### src/rtl/bccc_defs.svh
// Overview of operation
// - pack above voltage plus margin suspends
// - fast charge requests stored fast current
// - termination zero, then maintenance current
// - low voltage or cool temperature precharges
// - current at or over request plus margin zeroes
// - maximum temperature suspends charging
// - hysteresis or 43.0 degrees clears overtemperature
// - overcharge past full suspends fast charge
// - state of charge clears full flag
// - sync option loads capacity at termination
// - discharged threshold increments cycle count
// - taper qualified forty seconds terminates
// - balance on threshold, differential, interval
// - led source absolute or relative
// - led count field selects segments
// - two bits append error code byte
// - inhibit bit blocks all broadcasts
// - cell count field: four or three
// - compensation bit picks fixed or computed
// - source bit picks cell or pack
// - overvoltage source pack or cells times count
// - midrange correction enable bit
`ifndef BCCC_DEFS_SVH
`define BCCC_DEFS_SVH
// register indexes; byte address is four times the index
`define BCCC_IDX_CYCLE 8'h0C
`define BCCC_IDX_PACK 8'h28
`define BCCC_IDX_GAUGE 8'h29
`define BCCC_IDX_CYC_THR 8'h37
`define BCCC_IDX_CHG_V 8'h39
`define BCCC_IDX_PRE_V 8'h3B
`define BCCC_IDX_FAST_I 8'h3D
`define BCCC_IDX_MAINT_I 8'h3F
`define BCCC_IDX_PRE_I 8'h41
`define BCCC_IDX_PRE_T 8'h43
`define BCCC_IDX_FULL_CLR 8'h47
`define BCCC_IDX_TAPER_I 8'h48
`define BCCC_IDX_TAPER_V 8'h4A
`define BCCC_IDX_OVERCHG 8'h4E
`define BCCC_IDX_MAX_T 8'h53
`define BCCC_IDX_HYST 8'h55
`define BCCC_IDX_OV_MRG 8'h5A
`define BCCC_IDX_OC_MRG 8'h5C
`define BCCC_IDX_TERM_PCT 8'h60
`define BCCC_IDX_SAFE_V 8'h61
`define BCCC_IDX_STATUS 8'h62
`define BCCC_IDX_REQ_I 8'h63
`define BCCC_IDX_END_DISCHARGE_THRESHOLD_ZERO 8'h84
`define BCCC_IDX_BAL_THR 8'hD9
`define BCCC_IDX_BAL_MIN 8'hDB
`define BCCC_IDX_BAL_INT 8'hDC
// option byte bit positions
`define BCCC_PK_LED_SRC 7
`define BCCC_PK_LED_HI 6
`define BCCC_PK_LED_LO 5
`define BCCC_PK_HOST_PEC 4
`define BCCC_PK_CHG_PEC 3
`define BCCC_PK_INHIBIT 2
`define BCCC_PK_CELL_HI 1
`define BCCC_PK_CELL_LO 0
`define BCCC_GC_SYNC 6
`define BCCC_GC_EDV_COMP 4
`define BCCC_GC_EDV_SRC 3
`define BCCC_GC_OV_SRC 2
`define BCCC_GC_MIDRANGE 1
// reset values and fixed figures
`define BCCC_RST_WORD 16'h0000
`define BCCC_BAL_OFF 16'hFFFF
`define BCCC_T_CLEAR_DC 16'sd430
`define BCCC_TAPER_S 6'd40
`define BCCC_CLK_NS 4
`define BCCC_SEC_NS 1000000000
`endif

### src/rtl/bccc_pkg.sv
package bccc_pkg;
	// measurements delivered by the gauge core, same clock
	typedef struct packed {
		logic [15:0] pack_mv;
		logic [15:0] cell_max_mv;
		logic [15:0] cell_min_mv;
		logic signed [15:0] current_ma;
		logic signed [15:0] temp_dc;
		logic [7:0] rsoc;
		logic [15:0] over_full_mah;
		logic [15:0] fcc;
		logic [15:0] end_discharge_threshold_zero_calc;
		logic dsg_mah;
		logic [15:0] safe_v;
	} bccc_meas_type;
	// decoded option outputs
	typedef struct packed {
		logic led_relative;
		logic [2:0] led_segments;
		logic host_pec;
		logic charger_pec;
		logic broadcast_en;
		logic [2:0] series_cells;
		logic edv_computed;
		logic edv_pack_basis;
		logic midrange_en;
		logic safety_ov;
	} bccc_opt_type;
	// complete block state
	typedef struct packed {
		logic [25:0][15:0] cfg;
		logic [7:0] a_idx;
		logic a_wr;
		logic a_vld;
		logic [31:0] rdata;
		logic [15:0] cycle;
		logic [15:0] dsg_acc;
		logic [15:0] chg_cur;
		logic ot;
		logic oc;
		logic term;
		logic full;
		logic [27:0] tdiv;
		logic [5:0] tsec;
		logic [27:0] bdiv;
		logic [7:0] bsec;
		logic bal;
		logic rm_ld;
		logic [15:0] rm_val;
	} bccc_state_type;
endpackage

### src/rtl/bccc_top.sv
// The AHB-Lite register port was left to the implementer.
`timescale 1ns/1ps
`include "bccc_defs.svh"
module bccc_top #(
	parameter int SEC_CYCLES = `BCCC_SEC_NS / `BCCC_CLK_NS
) (
	// clock and reset
	input wire logic hclk,
	input wire logic hresetn,
	// ahb-lite slave
	input wire logic hsel,
	input wire logic [31:0] haddr,
	input wire logic [1:0] htrans,
	input wire logic hwrite,
	input wire logic [2:0] hsize,
	input wire logic [31:0] hwdata,
	input wire logic hready,
	output logic hreadyout,
	output logic hresp,
	output logic [31:0] hrdata,
	// gauge measurements and battery mode broadcast bit
	input wire bccc_pkg::bccc_meas_type meas,
	input wire logic mode_bcast_en,
	// charge control results
	output logic [15:0] charging_current,
	output logic full_charged,
	output logic [15:0] cycle_count,
	output logic balance_on,
	output logic rm_load,
	output logic [15:0] rm_load_value,
	output bccc_pkg::bccc_opt_type opts
);
	import bccc_pkg::*;
	localparam logic [4:0] NOSLOT = 5'h1F;
	localparam logic [27:0] SEC_LAST = 28'(SEC_CYCLES - 1);

	// index to storage slot, NOSLOT when not a stored word
	function automatic logic [4:0] slot_of(input logic [7:0] idx);
		unique case (idx)
			`BCCC_IDX_PACK: slot_of = 5'h00;
			`BCCC_IDX_GAUGE: slot_of = 5'h01;
			`BCCC_IDX_CYC_THR: slot_of = 5'h02;
			`BCCC_IDX_CHG_V: slot_of = 5'h03;
			`BCCC_IDX_PRE_V: slot_of = 5'h04;
			`BCCC_IDX_FAST_I: slot_of = 5'h05;
			`BCCC_IDX_MAINT_I: slot_of = 5'h06;
			`BCCC_IDX_PRE_I: slot_of = 5'h07;
			`BCCC_IDX_PRE_T: slot_of = 5'h08;
			`BCCC_IDX_FULL_CLR: slot_of = 5'h09;
			`BCCC_IDX_TAPER_I: slot_of = 5'h0A;
			`BCCC_IDX_TAPER_V: slot_of = 5'h0B;
			`BCCC_IDX_OVERCHG: slot_of = 5'h0C;
			`BCCC_IDX_MAX_T: slot_of = 5'h0D;
			`BCCC_IDX_HYST: slot_of = 5'h0E;
			`BCCC_IDX_OV_MRG: slot_of = 5'h0F;
			`BCCC_IDX_OC_MRG: slot_of = 5'h10;
			`BCCC_IDX_TERM_PCT: slot_of = 5'h11;
			`BCCC_IDX_SAFE_V: slot_of = 5'h12;
			`BCCC_IDX_END_DISCHARGE_THRESHOLD_ZERO: slot_of = 5'h13;
			`BCCC_IDX_BAL_THR: slot_of = 5'h14;
			`BCCC_IDX_BAL_MIN: slot_of = 5'h15;
			`BCCC_IDX_BAL_INT: slot_of = 5'h16;
			default: slot_of = NOSLOT;
		endcase
	endfunction

	// byte-wide slots keep only the low eight bits
	function automatic logic [15:0] mask_of(input logic [4:0] s);
		unique case (s)
			5'h00, 5'h01, 5'h08, 5'h09, 5'h0B, 5'h0E, 5'h11, 5'h15, 5'h16: mask_of = 16'h00FF;
			default: mask_of = 16'hFFFF;
		endcase
	endfunction

	bccc_state_type st_r; // registered state
	bccc_state_type st_nxt; // next state
	logic [15:0] pack_b; // pack option byte
	logic [15:0] gauge_b; // gauge option byte
	logic [16:0] ov_lim; // overvoltage limit
	logic [16:0] oc_lim; // overcurrent limit
	logic ov_now; // overvoltage present
	logic oc_hit; // overcurrent seen this cycle
	logic ot_set; // at or above maximum temperature
	logic ot_clr; // cooled enough to release
	logic ochg; // overcharge past full
	logic suspend; // any suspension active
	logic charging; // positive current flows in
	logic pre_cond; // precharge wanted
	logic tq; // taper qualification
	logic taper_ev; // taper termination pulse
	logic cyc_hit; // discharge threshold reached
	logic bal_ok; // balance start condition
	logic sec_tick; // one-second enable
	logic [15:0] end_discharge_threshold_zero; // effective lowest threshold
	logic [15:0] edv_basis; // voltage compared to it
	logic [11:0] hyst_dc; // hysteresis in tenths
	logic [24:0] rm_prod; // capacity times fraction
	logic [16:0] safe_cmp; // value compared for safety
	logic [2:0] cells; // series cell count
	logic a_take; // address phase accepted
	logic [7:0] a_idx; // word index of address
	logic [4:0] rs; // slot of read index
	logic [4:0] ws; // slot of pending write

	assign pack_b = st_r.cfg[0];
	assign gauge_b = st_r.cfg[1];
	assign a_idx = haddr[9:2];
	assign rs = slot_of(a_idx);
	assign ws = slot_of(st_r.a_idx);
	// zero wait states; every access answers okay
	assign hreadyout = 1'b1;
	assign hresp = 1'b0;
	assign a_take = hsel && hready && htrans[1] && (hsize == 3'h2) && (haddr[31:10] == 22'h0);
	assign charging = !meas.current_ma[15] && (meas.current_ma != 16'sd0);

	assign cells = ({pack_b[`BCCC_PK_CELL_HI], pack_b[`BCCC_PK_CELL_LO]} == 2'h1) ? 3'd3 : 3'd4;
	assign end_discharge_threshold_zero = gauge_b[`BCCC_GC_EDV_COMP] ? meas.end_discharge_threshold_zero_calc : st_r.cfg[19];
	assign edv_basis = gauge_b[`BCCC_GC_EDV_SRC] ? meas.pack_mv : meas.cell_min_mv;

	// suspension and selection conditions
	always_comb begin
		ov_lim = {1'b0, st_r.cfg[3]} + {1'b0, st_r.cfg[15]};
		ov_now = charging && ({1'b0, meas.pack_mv} > ov_lim);
		oc_lim = {1'b0, st_r.chg_cur} + {1'b0, st_r.cfg[16]};
		oc_hit = charging && ({1'b0, meas.current_ma} >= oc_lim);
		ot_set = meas.temp_dc >= $signed(st_r.cfg[13]);
		hyst_dc = 12'(st_r.cfg[14][7:0] * 8'd10);
		ot_clr = (meas.temp_dc <= $signed(st_r.cfg[13] - {4'h0, hyst_dc}))
			|| (meas.temp_dc <= `BCCC_T_CLEAR_DC);
		ochg = meas.over_full_mah > st_r.cfg[12];
		suspend = ov_now || st_r.oc || st_r.ot || ochg;
		pre_cond = (edv_basis < end_discharge_threshold_zero) || (meas.pack_mv < st_r.cfg[4])
			|| ((meas.temp_dc > 16'sd0) && (meas.temp_dc < $signed({8'h0, st_r.cfg[8][7:0]})));
		tq = charging && ({1'b0, meas.pack_mv} + {9'h0, st_r.cfg[11][7:0]} >= {1'b0, st_r.cfg[3]})
			&& (meas.current_ma < $signed(st_r.cfg[10]));
		bal_ok = (st_r.cfg[20] != `BCCC_BAL_OFF) && (meas.cell_max_mv >= st_r.cfg[20])
			&& ((meas.cell_max_mv - meas.cell_min_mv) >= {8'h0, st_r.cfg[21][7:0]});
	end

	assign sec_tick = (st_r.bdiv == SEC_LAST);
	assign taper_ev = tq && !st_r.term && (st_r.tdiv == SEC_LAST) && (st_r.tsec == `BCCC_TAPER_S - 6'd1);
	assign cyc_hit = meas.dsg_mah && (st_r.cfg[2] != 16'h0) && (st_r.dsg_acc + 16'h1 >= st_r.cfg[2]);
	// fraction is (code + 1) / 256
	assign rm_prod = meas.fcc * {1'b0, st_r.cfg[17][7:0]} + {9'h0, meas.fcc};
	// pack or highest cell times count
	assign safe_cmp = gauge_b[`BCCC_GC_OV_SRC] ? 17'(meas.cell_max_mv * cells) : {1'b0, meas.pack_mv};

	// next-state logic for bus, protection and counters
	always_comb begin
		st_nxt = st_r;
		st_nxt.rm_ld = 1'b0;
		// address phase capture; reads are served from flops
		st_nxt.a_vld = a_take;
		if (a_take) begin
			st_nxt.a_idx = a_idx;
			st_nxt.a_wr = hwrite;
		end
		if (a_take && !hwrite) begin
			if (rs != NOSLOT)
				st_nxt.rdata = {16'h0, st_r.cfg[rs]};
			else if (a_idx == `BCCC_IDX_CYCLE)
				st_nxt.rdata = {16'h0, st_r.cycle};
			else if (a_idx == `BCCC_IDX_STATUS)
				st_nxt.rdata = {26'h0, st_r.bal, st_r.term, st_r.full, st_r.oc, st_r.ot, suspend};
			else if (a_idx == `BCCC_IDX_REQ_I)
				st_nxt.rdata = {16'h0, st_r.chg_cur};
			else
				st_nxt.rdata = 32'h0;
		end
		// data phase write; unmapped indexes are dropped
		if (st_r.a_vld && st_r.a_wr) begin
			if (ws != NOSLOT)
				st_nxt.cfg[ws] = hwdata[15:0] & mask_of(ws);
		end
		// overcurrent holds until charge current stops
		if (oc_hit)
			st_nxt.oc = 1'b1;
		else if (!charging)
			st_nxt.oc = 1'b0;
		// over-temperature latch, set wins over clear
		if (ot_set)
			st_nxt.ot = 1'b1;
		else if (ot_clr)
			st_nxt.ot = 1'b0;
		// taper timer restarts whenever qualification drops
		if (!tq || st_r.term) begin
			st_nxt.tdiv = 28'h0;
			st_nxt.tsec = 6'h0;
		end else if (st_r.tdiv == SEC_LAST) begin
			st_nxt.tdiv = 28'h0;
			st_nxt.tsec = st_r.tsec + 6'h1;
		end else
			st_nxt.tdiv = st_r.tdiv + 28'h1;
		// full flag falls at the clear level, termination wins
		if (taper_ev) begin
			st_nxt.full = 1'b1;
			st_nxt.term = 1'b1;
		end else if (st_r.full && (meas.rsoc <= st_r.cfg[9][7:0])) begin
			st_nxt.full = 1'b0;
			st_nxt.term = 1'b0;
		end
		if (taper_ev && gauge_b[`BCCC_GC_SYNC]) begin
			st_nxt.rm_ld = 1'b1;
			st_nxt.rm_val = rm_prod[23:8];
		end
		// cycle counting, a write preloads the count
		if (cyc_hit) begin
			st_nxt.dsg_acc = 16'h0;
			st_nxt.cycle = st_r.cycle + 16'h1;
		end else if (meas.dsg_mah)
			st_nxt.dsg_acc = st_r.dsg_acc + 16'h1;
		if (st_r.a_vld && st_r.a_wr && (st_r.a_idx == `BCCC_IDX_CYCLE))
			st_nxt.cycle = hwdata[15:0];
		st_nxt.bdiv = sec_tick ? 28'h0 : st_r.bdiv + 28'h1;
		if (sec_tick)
			st_nxt.bsec = (st_r.bsec + 8'h1 >= st_r.cfg[22][7:0]) ? 8'h0 : st_r.bsec + 8'h1;
		if (st_r.cfg[20] == `BCCC_BAL_OFF)
			st_nxt.bal = 1'b0;
		else if (sec_tick && (st_r.bsec == 8'h0))
			st_nxt.bal = bal_ok;
		if (suspend || st_r.oc)
			st_nxt.chg_cur = 16'h0;
		// zero while taper holds, then maintenance
		else if (st_r.term || taper_ev)
			st_nxt.chg_cur = (tq || taper_ev) ? 16'h0 : st_r.cfg[6];
		else if (pre_cond)
			st_nxt.chg_cur = st_r.cfg[7];
		else
			st_nxt.chg_cur = st_r.cfg[5];
	end

	// single state register; configuration resets to zero, balance off
	always_ff @(posedge hclk or negedge hresetn) begin
		if (!hresetn) begin
			st_r <= '0;
			st_r.cfg[20] <= `BCCC_BAL_OFF;
		end else
			st_r <= st_nxt;
	end

	assign hrdata = st_r.rdata;
	assign charging_current = st_r.chg_cur;
	assign full_charged = st_r.full;
	assign cycle_count = st_r.cycle;
	assign balance_on = st_r.bal;
	assign rm_load = st_r.rm_ld;
	assign rm_load_value = st_r.rm_val;

	// option decodes from the stored bytes; broadcast also needs the mode bit, safety_ov compares measurements
	always_comb begin
		opts.led_relative = pack_b[`BCCC_PK_LED_SRC];
		// segment count, both outer codes give five
		unique case ({pack_b[`BCCC_PK_LED_HI], pack_b[`BCCC_PK_LED_LO]})
			2'h1: opts.led_segments = 3'd3;
			2'h2: opts.led_segments = 3'd4;
			default: opts.led_segments = 3'd5;
		endcase
		opts.host_pec = pack_b[`BCCC_PK_HOST_PEC];
		opts.charger_pec = pack_b[`BCCC_PK_CHG_PEC];
		// mode bits cannot override the inhibit
		opts.broadcast_en = !pack_b[`BCCC_PK_INHIBIT] && mode_bcast_en;
		opts.series_cells = cells;
		opts.edv_computed = gauge_b[`BCCC_GC_EDV_COMP];
		opts.edv_pack_basis = gauge_b[`BCCC_GC_EDV_SRC];
		opts.midrange_en = gauge_b[`BCCC_GC_MIDRANGE];
		opts.safety_ov = safe_cmp > {1'b0, meas.safe_v};
	end
endmodule

### config.mk
export PLATFORM = sky130hd
export DESIGN_NAME = bccc_top
export DESIGN_NICKNAME = d
export VERILOG_FILES = /design/src/rtl/bccc_pkg.sv /design/src/rtl/bccc_top.sv
export VERILOG_INCLUDE_DIRS = /design/src /design/src/rtl
export SDC_FILE = /design/constraint.sdc
export NUM_CORES = 2
export LEC_CHECK = 0
export BUFFER_PORTS_ARGS = -buffer_cell sky130_fd_sc_hd__buf_2
export CELL_PAD_IN_SITES_DETAIL_PLACEMENT = 2
export CELL_PAD_IN_SITES_GLOBAL_PLACEMENT = 2
export CORE_ASPECT_RATIO = 1.5
export CORE_MARGIN = 10
export CORE_UTILIZATION = 39
export CTS_CLUSTER_DIAMETER = 40
export DETAILED_ROUTE_END_ITERATION = 7
export PLACE_DENSITY = 0.83
export SLEW_MARGIN = 40
export SYNTH_ARGS = -nofsm -noshare
export SYNTH_HDL_FRONTEND = slang
export SYNTH_SLANG_ARGS = --single-unit
### constraint.sdc
create_clock -name hclk -period 6.42 [get_ports hclk]
set_input_delay 0.963 -clock hclk [delete_from_list [all_inputs] [get_ports hclk]]
set_output_delay 0.963 -clock hclk [all_outputs]
set_load 0.01 [all_outputs]
# == After elaboration in Yosys (flattened, before gate mapping) ==
# Memories as Yosys holds them, arrays and structs flattened.
# Index checks and enable logic that the tools add are counted.
# W data, S select, Z words.
# word_totals
reg_bits,598
romBits,256
n_memories,1
output_inout_bits,99
# op_classes
order_cmp,21
eq_ne,62
addsub,12
n_reduce_logical,51
n_mul,3
mux,40
bitwise,1
# memory_table
memory,depth,width,read_ports,rd_ports_with_merged_regs,write_ports,line,text
(no name shown),32,8,1,0,0,bccc_top.sv:69,unique case (s)
# op_table
op,n
$bwmux W416,1
$mux W16,18
$pmux W5 S23,2
$eq A8 B7 Y1 const B,26
$eq A8 B6 Y1 const B,14
$bmux W16 S5,1
$demux W16 S5,1
$eq A8 B8 Y1 const B,8
$add A28 B1 Y28 const B,2
$eq A28 B28 Y1 const B,2
$mux W28,2
$ge A16 B16 Y1,3
$lt A16 B16 Y1,3
$add A16 B16 Y17,2
$mux W17,2
$mux W34,1
$add A16 B1 Y16 const B,2
$reduce_bool A16 Y1,2
$logic_and A1 B1 Y1,25
$add A24 B16 Y24,1
$mul A16 B8 Y24,1
$logic_not A22 Y1,1
$add A16 B8 Y17,1
$ge A16 B17 Y1,1
40 further kinds,68

# == Logic depth before layout (Yosys ltp) ==
# depth
word_depth,11
depth_mapped,24
ltp_nobuf,22

# == Worst setup path before layout ==
# No wires, ideal clock.
# synth_timing
kind,reg-to-output
from,register st_r (netlist bit pack_b[0])
to,output port opts[0] (netlist name)
path_stages_with_launch,24
setup_slack_ns,0.602
t_arrival_ns,4.855
required_time_ns,5.457
path_cell_list,dfrtp_1 -> nand2b_1 -> clkbuf_1 -> inv_1 -> clkbuf_1 -> and2_1 -> a21o_1 -> ha_1 -> ha_1 -> fa_1 -> a21o_1 -> a21oi_1 -> o21bai_1 -> a21oi_1 -> o21ai_0 -> a21o_1 -> a21oi_1 -> xnor2_1 -> mux2_2 -> ha_1 -> nand4_1 -> nor4_1 -> o22ai_1 -> or3_1
# synth_rtl
item,line,text
"start, declared",bccc_top.sv:75,bccc_state_type st_r;
"start signal, assigned",bccc_top.sv:238,st_r <= st_nxt;
"end, declared",bccc_top.sv:31,output bccc_pkg::bccc_opt_type opts

==> reports/metrics.yaml <==
finalMaxSlewViolations: 0
cts_tree: "done"
yosys_warnings: 0
syn_area_per_cell_um2: 9.06
setup_viol: 0
synth.distinct_cells: 84
grt_max_degree: 145
syn_inst: 4619
synth-simple-area-share_pct: 16.8
grt_pass1_vias: 43400
finalCritPeriodShare_pct: 97.5
syn2layout_area_growth_pct: 14.0
p_int_mw: 7.94
wl_per_cell_um: 30.5
yosys_register_bits: 549
crit_path_end_kind: "output pin"
p_leak_nw: 23.4
regArea_mm2: 0.0138
wl_mm: 191
cp.arrival_ns: 5.30
die_h_um: 421
grt.busiest_layer: "met2"
synth_top_family_by_area: "simple AND/OR/NAND/NOR gates"
multi_input_area_mm2: 0.0254
criticalPathCategory: "reg2out"
synthXorXnorAreaFrac_pct: 3.58
die-area_mm2: 0.121
gr-total-overflow: 0
tightest_slew_ns: 0.899
gr-usage-met2_pct: 52.4
antenna_left: 0
cts_buffer_depth: 3
synthAdderAreaFrac_pct: 16.4
clkLatencyLatePin_ns: 0.71
comb_power_share_pct: 27.5
htree_levels: 3
r2r_cells: 20
async_flop_share_pct: 100
io_buffers: 289
die_w_um: 287
synthMostInstantiatedCell: "nand2_1"
cts-buffers-inserted: 86
synth_edf_count: 0
fin_crit_ns: 6.26
nFillCells: 11400
ys_seq_area_share_pct: 32.9
synth_common_cells: "612 x nand2_1, 533 x dfrtp_1, 378 x ha_1, 365 x inv_1, 270 x o21ai_0"
post-route-util_pct: 44.6
place_area_mm2: 0.0443
gp_congestion: 0.945
clock_skew_ns: 0.0466
post-synth-top-area-cell: "dfrtp_1"
critPathMaxFanout: 3
drv_cap: 0
ios: 327
dp_hpwl_mm: 134
synthFlopType: "dfrtp_1"
synthMuxAreaShare_pct: 9.92
grt_util_met3_pct: 6.73
dr.pass1.iters: 5
reg2reg_from: "st_r[358]"
synth_area_leaders: "dfrtp_1 32%, ha_1 11%, mux2_2 7.0%, nand2_1 5.5%, fa_1 5.1%"
ff2ff_setup_slack_ns: 0.38
p_sw_mw: 4.30
layout-drive-gt1-share_pct: 18.1
cts-root-buf: "clkbuf_16"
p_clk_share_pct: 42.1
yosys.area.top_type_share_pct: 31.9
grt_pass1_wl_mm: 286
grt_use_total_pct: 31.1
finalHoldViolations: 0
core-area_mm2: 0.107
drc: 0
dr.first_iter.drc_count: 2757
synth_compound_area_share_pct: 13.3
nets: 5491
met1_usage_pct: 33.4
design_area_mm2: 0.0477
initial_core_util_pct: 39.1
swShare_pct: 35.2
vdd_drop_max_mv: 0.319
max_freq_mhz: 160
num_rows: 147
cellPowerDensity_mw_per_mm2: 257
holdCritPathClass: "in2async"
worstReg2RegEnd: "charging_current[0]"
cts_sinks: 549
required_ns: 5.46
antenna_found_initial: 18
syn-cell-area_mm2: 0.0418
post_drt_via_cell_ratio: 6.06
status: "completed"
p_seq_share_pct: 30.5
startpoint_type: "flop"
cts.clk_slew.worst_paths_ns: 0.06
slew_headroom_pct: 40.1
vias: 38100
==> what timing repair did <==
item	in CTS	in global routing
hold endpoints to repair	0	0
pin swaps	2	9
gates resized for setup	14	9
hold buffers	0	0
setup endpoints to repair	1	1
buffers inserted	0	5
==> critical path: stages, from the launching register on <==
cell and delay (ns):
dfrtp_1 0.38, nand2b_4 0.19, inv_2 0.07, and2_1 0.17, a21o_1 0.16, ha_1 0.29
ha_2 0.21, fa_2 0.35, a21o_1 0.18, a21oi_2 0.15, o21bai_1 0.11, a21oi_2 0.17
o21ai_2 0.10, a21o_1 0.20, a21oi_2 0.14, xnor2_1 0.08, mux2_4 0.28, ha_4 0.27
nand4_1 0.12, nor4_2 0.36, a311oi_1 0.10, or3_1 0.36, buf_2 0.15
==> layout by cell type (no fill, tap or decap), drive strengths merged, types with 9 or more instances in the layout <==
cell type | Yosys | routed
nor2 | 214 | 214
inv | 365 | 383
buf | 152 | 377
mux2i | 122 | 122
nand4 | 64 | 64
a22oi | 17 | 17
or2 | 9 | 9
o21a | 30 | 30
nand2b | 46 | 46
o21ai | 272 | 272
diode | 0 | 12
xnor2 | 92 | 92
nor2b | 41 | 41
and3 | 58 | 58
nand3 | 142 | 142
a2111oi | 12 | 12
nand2 | 612 | 612
xor2 | 79 | 79
and2 | 109 | 109
clkbuf | 169 | 98
dfrtp | 533 | 533
o21bai | 20 | 20
a211oi | 57 | 57
a31oi | 9 | 9
fa | 106 | 106
or3 | 36 | 36
clkinv | 0 | 25
bufinv | 0 | 11
mux2 | 260 | 260
nor4 | 46 | 46
o2bb2ai | 17 | 17
a21oi | 202 | 202
conb | 2 | 18
nor3 | 52 | 52
ha | 378 | 378
a21o | 82 | 82
dfstp | 16 | 16
o211ai | 54 | 54
==> through the flow <==
stage | setup WS [ns] | std cells | power, mW | TNS, ns | hold slack (ns)
after global placement | 0.111 | 6095 | 6.68 | 0 | 0.455
after global routing | -0.0562 | 6269 | 12.8 | -0.0562 | 0.291
final | 0.158 | 6278 | 12.2 | 0 | 0.254
after CTS | 0.00849 | 6258 | 12.2 | 0 | 0.248
after floorplan | 0.602 | 4635 | 5.81 | 0 | 0.446
after detailed placement | -0.0471 | 6098 | 6.95 | -0.0471 | 0.468
==> worst max path at each step <==
stage,start,endpoint,slack (ns),cells past startpoint
2_1_floorplan,pack_b[0],opts[0],0.60,23
3_3_place_gp,meas[122],opts[0],0.11,21
3_5_place_dp,meas[122],opts[0],-0.05,21
4_1_cts,pack_b[0],opts[0],0.008,22
5_1_grt,pack_b[0],opts[0],-0.06,22
6_report,pack_b[1],opts[0],0.16,22
==> kinds of logic (layout without fill, tap and decap cells) <==
| logic type | after synthesis | after routing |
|---|---|---|
| AO/OA/AOI/OAI | 871 | 871 |
| XOR/XNOR | 171 | 171 |
| adder cells (fa/ha/maj) | 484 | 484 |
| buffers and inverters | 686 | 902 |
| flip-flops | 549 | 549 |
| multiplexers | 382 | 382 |
| other | 2 | 30 |
| AND/OR/NAND/NOR | 1474 | 1474 |
==> sequential cells by signal, indices dropped and copies added, names as in the netlist <==
| signal | flops |
|---|---|
| rm_load_value | 16 |
| pack_b | 16 |
| gauge_b | 16 |
| rm_load | 1 |
| cycle_count | 16 |
| hrdata | 16 |
| st_r | 451 |
| balance_on | 1 |
| charging_current | 16 |
==> layout make-up <==
class                      instances  area share [%]
inverter                         365            2.87
timing repair buffer             377            4.75
clock buffer                      98            4.76
clock inverter                    62            1.78
tap                             1415            3.71
multi-input combinational       3400            53.2
antenna                           12          0.0630
sequential                       549            28.9
==> layer usage <==
metal	wire length, µm	up-vias	share of wire, %
li1	-	16200	-
met1	69700	19600	36
met2	93200	1560	49
met3	11800	671	6.2
met4	16800	8	8.8
met5	48	-	0.025
==> power groups by stage <==
stage,Clock [mW],Combinational (mW),Sequential (mW)
after floorplan,0,2.11,3.70
after global placement,0,2.92,3.77
after detailed placement,0,3.18,3.78
after CTS,5.20,3.32,3.72
after global routing,5.34,3.70,3.74
final,5.15,3.36,3.73
(Power assumes the default switching activity.)
